$ cat config.mk
export PLATFORM = sky130hd
export DESIGN_NAME = timer_timebase_and_channel0_value
export DESIGN_NICKNAME = d
export VERILOG_FILES = /design/src/shared/timer_timebase_pkg.sv /design/src/timer_timebase_and_channel0_value.sv /design/src/shadow_register.sv
export SDC_FILE = /design/constraint.sdc
export NUM_CORES = 1
export LEC_CHECK = 0
export ABC_AREA = 1
export BUFFER_PORTS_ARGS = -buffer_cell sky130_fd_sc_hd__buf_2
export CAP_MARGIN = 40
export CORE_AREA = 2 2 114 116
export CTS_CLUSTER_SIZE = 14
export DETAILED_ROUTE_END_ITERATION = 7
export DIE_AREA = 0 0 116 118
export PLACE_DENSITY = 0.77
export SYNTH_ARGS = -nofsm -noshare
export SYNTH_HDL_FRONTEND = slang
export SYNTH_SLANG_ARGS = --single-unit
$ cat constraint.sdc
create_clock -name core_clk_i -period 2.7 [get_ports core_clk_i]
set_clock_uncertainty 0.15 [all_clocks]
set_input_delay 0.135 -clock core_clk_i [delete_from_list [all_inputs] [get_ports core_clk_i]]
set_output_delay 0.135 -clock core_clk_i [all_outputs]
set_load 0.03 [all_outputs]
$ cat src/shared/timer_timebase_pkg.sv
// Purpose: Shared constants for the timer time-base and channel 0 value block.
// Assumes: Byte addresses on an 8-bit register address, one 32-bit word per register.
// Notes:   All register contents reset to zero; only bits 15:0 of each register are used.
// Behaviour
// A read of the counter value register returns the current 16-bit count in bits 15:0.
// A write to the counter field replaces the running count with the written value.
// The counter advances once per prescaler divisor plus one kernel clock cycles.
// A written prescaler divisor takes effect only through its shadow, loaded at each update.
// Software reaches the prescaler and channel 0 value registers only with whole words.
// In input mode the channel 0 value is loaded with the count at each capture event.
// In input mode the channel 0 value ignores software writes.
// In output mode the channel 0 value is compared against the counter.
// With its shadow enabled, the channel 0 compare value moves to the shadow at each update.
// Software writes the reserved bits 31:16 of these registers as zero.
// The auto-reload limit sets where the counter wraps to zero and raises an update.
// For input capture, software sets a non-zero reload limit above any expected capture.

`default_nettype none

package timer_timebase_pkg;

	// Register bus geometry.
	localparam int unsigned ADDR_W = 8;
	localparam int unsigned DATA_W = 32;
	localparam int unsigned FIELD_W = 16;

	// Register byte offsets.
	localparam logic [ADDR_W-1:0] OFFSET_COUNTER_VALUE = 8'h24;
	localparam logic [ADDR_W-1:0] OFFSET_PRESCALER_DIVISOR = 8'h28;
	localparam logic [ADDR_W-1:0] OFFSET_AUTO_RELOAD_LIMIT = 8'h2c;
	localparam logic [ADDR_W-1:0] OFFSET_CHANNEL0_MATCH_VALUE = 8'h34;

	// Field layout shared by all four registers.
	localparam int unsigned FIELD_LSB = 0;
	localparam int unsigned FIELD_MSB = 15;

	// Reset values.
	localparam logic [FIELD_W-1:0] RESET_FIELD = 16'h0000;
	localparam logic [DATA_W-1:0] RESET_WORD = 32'h00000000;
	localparam logic [DATA_W-1:0] UNMAPPED_READ = 32'h00000000;
	localparam logic [FIELD_W-FIELD_W/2-1:0] RESERVED_ZERO = 8'h00;
	localparam logic [FIELD_W-1:0] UPPER_ZERO = 16'h0000;

	// Counting step.
	localparam logic [FIELD_W-1:0] COUNT_STEP = 16'h0001;

endpackage : timer_timebase_pkg

`default_nettype wire

$ cat src/timer_timebase_and_channel0_value.sv
// Purpose: Time-base core of a timer with counter, prescaler, reload limit and channel 0 value.
// Assumes: Mode, shadow enable, capture and update requests come from logic on the same clock.
// Notes:   The counter counts up from zero to the reload limit and then wraps.

`default_nettype none

module timer_timebase_and_channel0_value
	import timer_timebase_pkg::*;
(
	input  wire logic              core_clk_i,
	input  wire logic              reset_n_i,
	input  wire logic              clk_en_i,
	input  wire logic [ADDR_W-1:0] reg_addr_i,
	input  wire logic [DATA_W-1:0] reg_wdata_i,
	input  wire logic              reg_wr_i,
	input  wire logic              reg_rd_i,
	output var  logic [DATA_W-1:0] reg_rdata_o,
	input  wire logic              counter_enable_i,
	input  wire logic              update_request_i,
	input  wire logic              channel0_input_mode_i,
	input  wire logic              channel0_shadow_en_i,
	input  wire logic              capture_event_i,
	output var  logic              update_event_o,
	output var  logic              compare_match_o
);

	// Software-visible fields.
	logic [FIELD_W-1:0] counter_count_field;
	logic [FIELD_W-1:0] prescaler_divisor_field;
	logic [FIELD_W-1:0] reload_limit_field;
	logic [FIELD_W-1:0] channel0_match_value;

	// Working copies and internal state.
	logic [FIELD_W-1:0] prescaler_shadow;
	logic [FIELD_W-1:0] compare_shadow;
	logic [FIELD_W-1:0] compare_value;
	logic [FIELD_W-1:0] prescaler_count;

	// Decoded strobes and events.
	logic               wr_counter;
	logic               wr_prescaler;
	logic               wr_reload;
	logic               wr_channel0;
	logic               counter_tick;
	logic               counter_wrap;
	logic               update_event;
	logic               compare_equal;
	logic [DATA_W-1:0]  next_rdata;

	// Write address decoding.
	always_comb
	begin
		wr_counter   = 1'b0;
		wr_prescaler = 1'b0;
		wr_reload    = 1'b0;
		wr_channel0  = 1'b0;
		if (reg_wr_i && reg_addr_i == OFFSET_COUNTER_VALUE)
		begin
			wr_counter = 1'b1;
		end
		else if (reg_wr_i && reg_addr_i == OFFSET_PRESCALER_DIVISOR)
		begin
			wr_prescaler = 1'b1;
		end
		else if (reg_wr_i && reg_addr_i == OFFSET_AUTO_RELOAD_LIMIT)
		begin
			wr_reload = 1'b1;
		end
		else if (reg_wr_i && reg_addr_i == OFFSET_CHANNEL0_MATCH_VALUE)
		begin
			wr_channel0 = 1'b1;
		end
	end

	// The counter steps when the prescaler count reaches the divisor held in the shadow.
	assign counter_tick = counter_enable_i && (prescaler_count == prescaler_shadow);

	// A step at the reload limit wraps; a counter write in the same cycle takes precedence.
	assign counter_wrap = counter_tick && (counter_count_field == reload_limit_field);

	// An update comes from the wrap or from a request by the rest of the timer.
	assign update_event = update_request_i || (counter_wrap && !wr_counter);

	// Prescaler count restarts on every update so a new divisor starts from a clean phase.
	always_ff @(posedge core_clk_i)
	begin
		if (!reset_n_i)
		begin
			prescaler_count <= RESET_FIELD;
		end
		else if (clk_en_i)
		begin
			if (update_event || counter_tick)
			begin
				prescaler_count <= RESET_FIELD;
			end
			else if (counter_enable_i)
			begin
				prescaler_count <= prescaler_count + COUNT_STEP;
			end
		end
	end

	// Running counter: software write, then update request, then normal stepping.
	always_ff @(posedge core_clk_i)
	begin
		if (!reset_n_i)
		begin
			counter_count_field <= RESET_FIELD;
		end
		else if (clk_en_i)
		begin
			if (wr_counter)
			begin
				counter_count_field <= reg_wdata_i[FIELD_MSB:FIELD_LSB];
			end
			else if (update_request_i || counter_wrap)
			begin
				counter_count_field <= RESET_FIELD;
			end
			else if (counter_tick)
			begin
				counter_count_field <= counter_count_field + COUNT_STEP;
			end
		end
	end

	// Prescaler and reload preload registers take whatever software writes.
	always_ff @(posedge core_clk_i)
	begin
		if (!reset_n_i)
		begin
			prescaler_divisor_field <= RESET_FIELD;
			reload_limit_field      <= RESET_FIELD;
		end
		else if (clk_en_i)
		begin
			if (wr_prescaler)
			begin
				prescaler_divisor_field <= reg_wdata_i[FIELD_MSB:FIELD_LSB];
			end
			if (wr_reload)
			begin
				reload_limit_field <= reg_wdata_i[FIELD_MSB:FIELD_LSB];
			end
		end
	end

	// Channel 0 value: a capture wins, and writes are dropped in input mode.
	always_ff @(posedge core_clk_i)
	begin
		if (!reset_n_i)
		begin
			channel0_match_value <= RESET_FIELD;
		end
		else if (clk_en_i)
		begin
			if (channel0_input_mode_i && capture_event_i)
			begin
				channel0_match_value <= counter_count_field;
			end
			else if (wr_channel0 && !channel0_input_mode_i)
			begin
				channel0_match_value <= reg_wdata_i[FIELD_MSB:FIELD_LSB];
			end
		end
	end

	// Prescaler divisor only reaches the divider through its shadow at an update.
	shadow_register #(
		.WIDTH     (FIELD_W)
	) u_prescaler_shadow (
		.core_clk_i(core_clk_i),
		.reset_n_i (reset_n_i),
		.clk_en_i  (clk_en_i),
		.load_i    (update_event),
		.preload_i (prescaler_divisor_field),
		.shadow_o  (prescaler_shadow)
	);

	// Compare shadow follows the preload at updates, or every cycle when disabled.
	shadow_register #(
		.WIDTH     (FIELD_W)
	) u_compare_shadow (
		.core_clk_i(core_clk_i),
		.reset_n_i (reset_n_i),
		.clk_en_i  (clk_en_i),
		.load_i    (update_event || !channel0_shadow_en_i),
		.preload_i (channel0_match_value),
		.shadow_o  (compare_shadow)
	);

	// Without the shadow the written value compares at once.
	assign compare_value = channel0_shadow_en_i ? compare_shadow : channel0_match_value;
	assign compare_equal = !channel0_input_mode_i && (counter_count_field == compare_value);

	// Event outputs are registered one cycle after their cause.
	always_ff @(posedge core_clk_i)
	begin
		if (!reset_n_i)
		begin
			update_event_o  <= 1'b0;
			compare_match_o <= 1'b0;
		end
		else if (clk_en_i)
		begin
			update_event_o  <= update_event;
			compare_match_o <= compare_equal;
		end
	end

	// Read multiplexer; reserved bits and unmapped addresses read as zero.
	always_comb
	begin
		next_rdata = UNMAPPED_READ;
		if (reg_addr_i == OFFSET_COUNTER_VALUE)
		begin
			next_rdata = {UPPER_ZERO, counter_count_field};
		end
		else if (reg_addr_i == OFFSET_PRESCALER_DIVISOR)
		begin
			next_rdata = {UPPER_ZERO, prescaler_divisor_field};
		end
		else if (reg_addr_i == OFFSET_AUTO_RELOAD_LIMIT)
		begin
			next_rdata = {UPPER_ZERO, reload_limit_field};
		end
		else if (reg_addr_i == OFFSET_CHANNEL0_MATCH_VALUE)
		begin
			next_rdata = {UPPER_ZERO, channel0_match_value};
		end
	end

	// Read data stand for exactly the cycle after the read strobe.
	always_ff @(posedge core_clk_i)
	begin
		if (!reset_n_i)
		begin
			reg_rdata_o <= RESET_WORD;
		end
		else if (clk_en_i)
		begin
			if (reg_rd_i)
			begin
				reg_rdata_o <= next_rdata;
			end
			else
			begin
				reg_rdata_o <= RESET_WORD;
			end
		end
	end
endmodule : timer_timebase_and_channel0_value

`default_nettype wire

$ cat src/shadow_register.sv
// Purpose: Shadow copy of a preload value, taken over on a load strobe.
// Assumes: Load is a strobe on the same clock; held high, the shadow follows the preload.
// Notes:   Frozen while the clock enable is low.

`default_nettype none

module shadow_register
	import timer_timebase_pkg::*;
#(
	parameter int unsigned WIDTH = FIELD_W
)
(
	input  wire logic             core_clk_i,
	input  wire logic             reset_n_i,
	input  wire logic             clk_en_i,
	input  wire logic             load_i,
	input  wire logic [WIDTH-1:0] preload_i,
	output var  logic [WIDTH-1:0] shadow_o
);

	// The shadow only changes on the load strobe, so the working value stays steady.
	always_ff @(posedge core_clk_i)
	begin
		if (!reset_n_i)
		begin
			shadow_o <= '0;
		end
		else if (clk_en_i && load_i)
		begin
			shadow_o <= preload_i;
		end
	end

endmodule : shadow_register

`default_nettype wire

==> flow_summary.json <==
{
  "syn_to_final_growth_pct": 15.0,
  "wl_met1_um": 8930,
  "relSlewSlack_pct": 53.3,
  "critPathMaxStageDelay_ns": 0.46,
  "stdcell_area_um2": 8420,
  "start_util_pct": 59.0,
  "synth_mux_area_share_pct": 0,
  "postPlaceCellArea_um2": 7620,
  "final_antenna_net_count": 0,
  "top_layer": "met4",
  "tns_ns": 0,
  "syn_area_um2": 7320,
  "end_kind": "flip-flop",
  "hp-class": "primary input to flip-flop",
  "ys_types": 42,
  "critical-path-slowest-cell": "dfxtp_1",
  "max_slew.worst_pin.slew_ns": 0.698,
  "regToRegStartpoint": "counter_count_field[11]$_SDFFE_PN0P_",
  "cts_root_buf": "clkbuf_16",
  "synth-compound-area-share_pct": 18.1,
  "grt_pass1_vias": 6643,
  "dr_wl_met2_um": 9630,
  "startpoint": "counter_count_field[11]$_SDFFE_PN0P_",
  "clk_pin_slew_ns": 0.06,
  "gp_congestion": 0.889,
  "min_from": "capture_event_i",
  "diodes": 0,
  "antenna_found_initial": 0,
  "syn_area_per_cell_um2": 6.61,
  "grt_use_total_pct": 31.0,
  "dieArea_um2": 13700,
  "final_nets": 1209,
  "ys_ff_latch": 130,
  "io_pins": 84,
  "post_cts_buffers": 0,
  "synth_top_family_by_area": "simple AND/OR/NAND/NOR gates",
  "seq_area_frac_synth_pct": 35.5,
  "final_common_cell": "nand2_1",
  "coreArea_um2": 12400,
  "slew_violations": 0,
  "port_buffers": 51,
  "cts_resized": 0,
  "maxCapViolCount": 0,
  "worstPathRequired_ns": 2.86,
  "yosys_warnings": 0,
  "rsz0062_at_grt": "false",
  "wire_per_inst_um": 15.3,
  "clockBufferDepth": 2,
  "fp.dieH_um": 118,
  "most-common-layout-cells": "nand2_1, nor2_1, dfxtp_1",
  "cts.sinks": 130,
  "path_class": "flip-flop to flip-flop",
  "ir_drop_v": 0.000404,
  "worst-path-max-fanout": 33,
  "cts_tree": "done",
  "synthAdderAreaFrac_pct": 0.342,
  "power_density_nw_per_um2": 607,
  "p_leak_nw": 3.81,
  "timing_hold_violations_final": 0,
  "layout_min_cycle_time_ns": 2.34,
  "clk_latency_ns": 0.42,
  "drc": 0,
  "die-width_um": 116,
  "hpwl_um": 14500,
  "run_status": "complete, no violations",
  "synth-xor-area-share_pct": 2.99,
  "grt_pass1_wl_um": 33200,
  "yosys.area_share.simple_pct": 30.9,
  "max_freq_mhz": 427,
  "cp-start-kind": "flip-flop",
  "routed_wl_um": 20500,
  "fin_crit_sh_pct": 86.7,
  "grt_max_degree": 47,
  "cts_made_buffers": 17,
  "synthCells": 1108,
  "route.met3.wl_um": 1190,
  "grt_remaining_overflow": 0,
  "crit_arrival_ns": 2.50,
  "viasPerCell": 5.53,
  "setup_viol_count_final": 0,
  "crit_chain": "inv_2, nand2_1, nand2_1, nor2_1, nand2_1, nor2_1, nand2_1, nand2_2, nand2_4, inv_2, nand2_2, nor2_1, nor2_1",
  "drive_gt1_share_pct": 12.8,
  "htreeDepth": 4,
  "rows": 41,
  "drt-initial-drc-count": 572,
  "dr.pass1.iters": 6,
  "vias": 7420
}
cells by family after synthesis:
group,count (synthesis)
AO/OA/AOI/OAI,223
adder cells (fa/ha/maj),2
flip-flops,130
AND/OR/NAND/NOR,526
XOR/XNOR,25
buffers and inverters,201
other,1
timing repair:
| action | in CTS | in global routing |
|---|---|---|
| setup endpoints to repair | 0 | 0 |
| hold buffers | 19 | 0 |
| endpoints found under the hold margin | 64 | 0 |
registers in the layout (all words and copies together) (netlist names), 16 cells and up:
name	flops
u_prescaler_shadow.shadow_o	16
u_compare_shadow.shadow_o	16
counter_count_field	16
channel0_match_value	16
prescaler_count	16
reg_rdata_o	16
reload_limit_field	16
prescaler_divisor_field	16
through the flow:
step	total power, W	setup slack [ns]	utilization, %	hold slack [ns]	instances
6_report	0.00511	0.360	67.8	0.0321	1342
5_1_grt	0.00530	0.124	67.8	0.0836	1342
4_1_cts	0.00512	0.343	67.8	0.0300	1342
3_5_place_dp	0.00276	0.387	61.4	0.302	1291
3_3_place_gp	0.00275	0.368	61.4	0.298	1291
2_1_floorplan	0.00260	0.884	-	0.144	1123
worst max-delay path: cells and delay by family, from the launching register on:
family | cells | cell delay [ns]
buffers and inverters | 2 | 0.15
flip-flops | 1 | 0.46
AND/OR/NAND/NOR | 11 | 1.46
layout make-up:
class | count | area, µm²
clock buffer | 19 | 443
clock inverter | 13 | 161
fill | 1175 | 4000
timing repair buffer | 92 | 623
sequential | 130 | 2600
multi-input combinational | 792 | 3910
inverter | 124 | 465
tap | 172 | 215
Yosys cell counts (all sizes together):
master   number  share of area [%]
o22ai         4               0.34
o31ai         1               0.17
o211ai        7               0.72
nand2       228                 12
nand3        71                4.9
or2           2               0.17
o21ai        85                5.8
and2          1              0.085
o221ai       12                1.4
inv         124                6.4
nand4         9               0.77
nand3b        1               0.10
xnor2         1               0.12
nor2        197                 11
xor2         24                2.9
a22oi         2               0.20
o2111ai       1               0.12
a21oi        59                4.0
a31oi         3               0.26
nor3b         1               0.10
dfxtp       130                 36
conb          1              0.051
nor3         15                1.4
a22o          1               0.12
clkbuf       33                1.7
nor4          1              0.085
a211oi       48                4.9
ha            2               0.34
buf          44                4.0
metal layers:
layer	vias up	track usage (%)
met5	-	0
met2	253	48.9
met3	61	6.28
li1	3686	-
met1	3420	40.8
met4	0	13.3
power breakdown:
| group | switching [W] | internal (W) |
|---|---|---|
| logic | 0.000471 | 0.000233 |
| registers | 0.0000622 | 0.00199 |
| clock network | 0.000879 | 0.00147 |
| total | 0.00141 | 0.00370 |
final timing paths:
path	endpoint	slack [ns]	cells past startpoint
setup / recovery	u_prescaler_shadow.shadow_o[6]$_SDFFE_PN0P_	0.36	13
hold / removal	channel0_match_value[15]$_SDFFE_PN0P_	0.03	5
setup reg to reg	u_prescaler_shadow.shadow_o[6]$_SDFFE_PN0P_	0.36	13
hold reg to reg	update_event_o$_SDFFE_PN0P_	0.31	2
(Power assumes the default switching activity.)
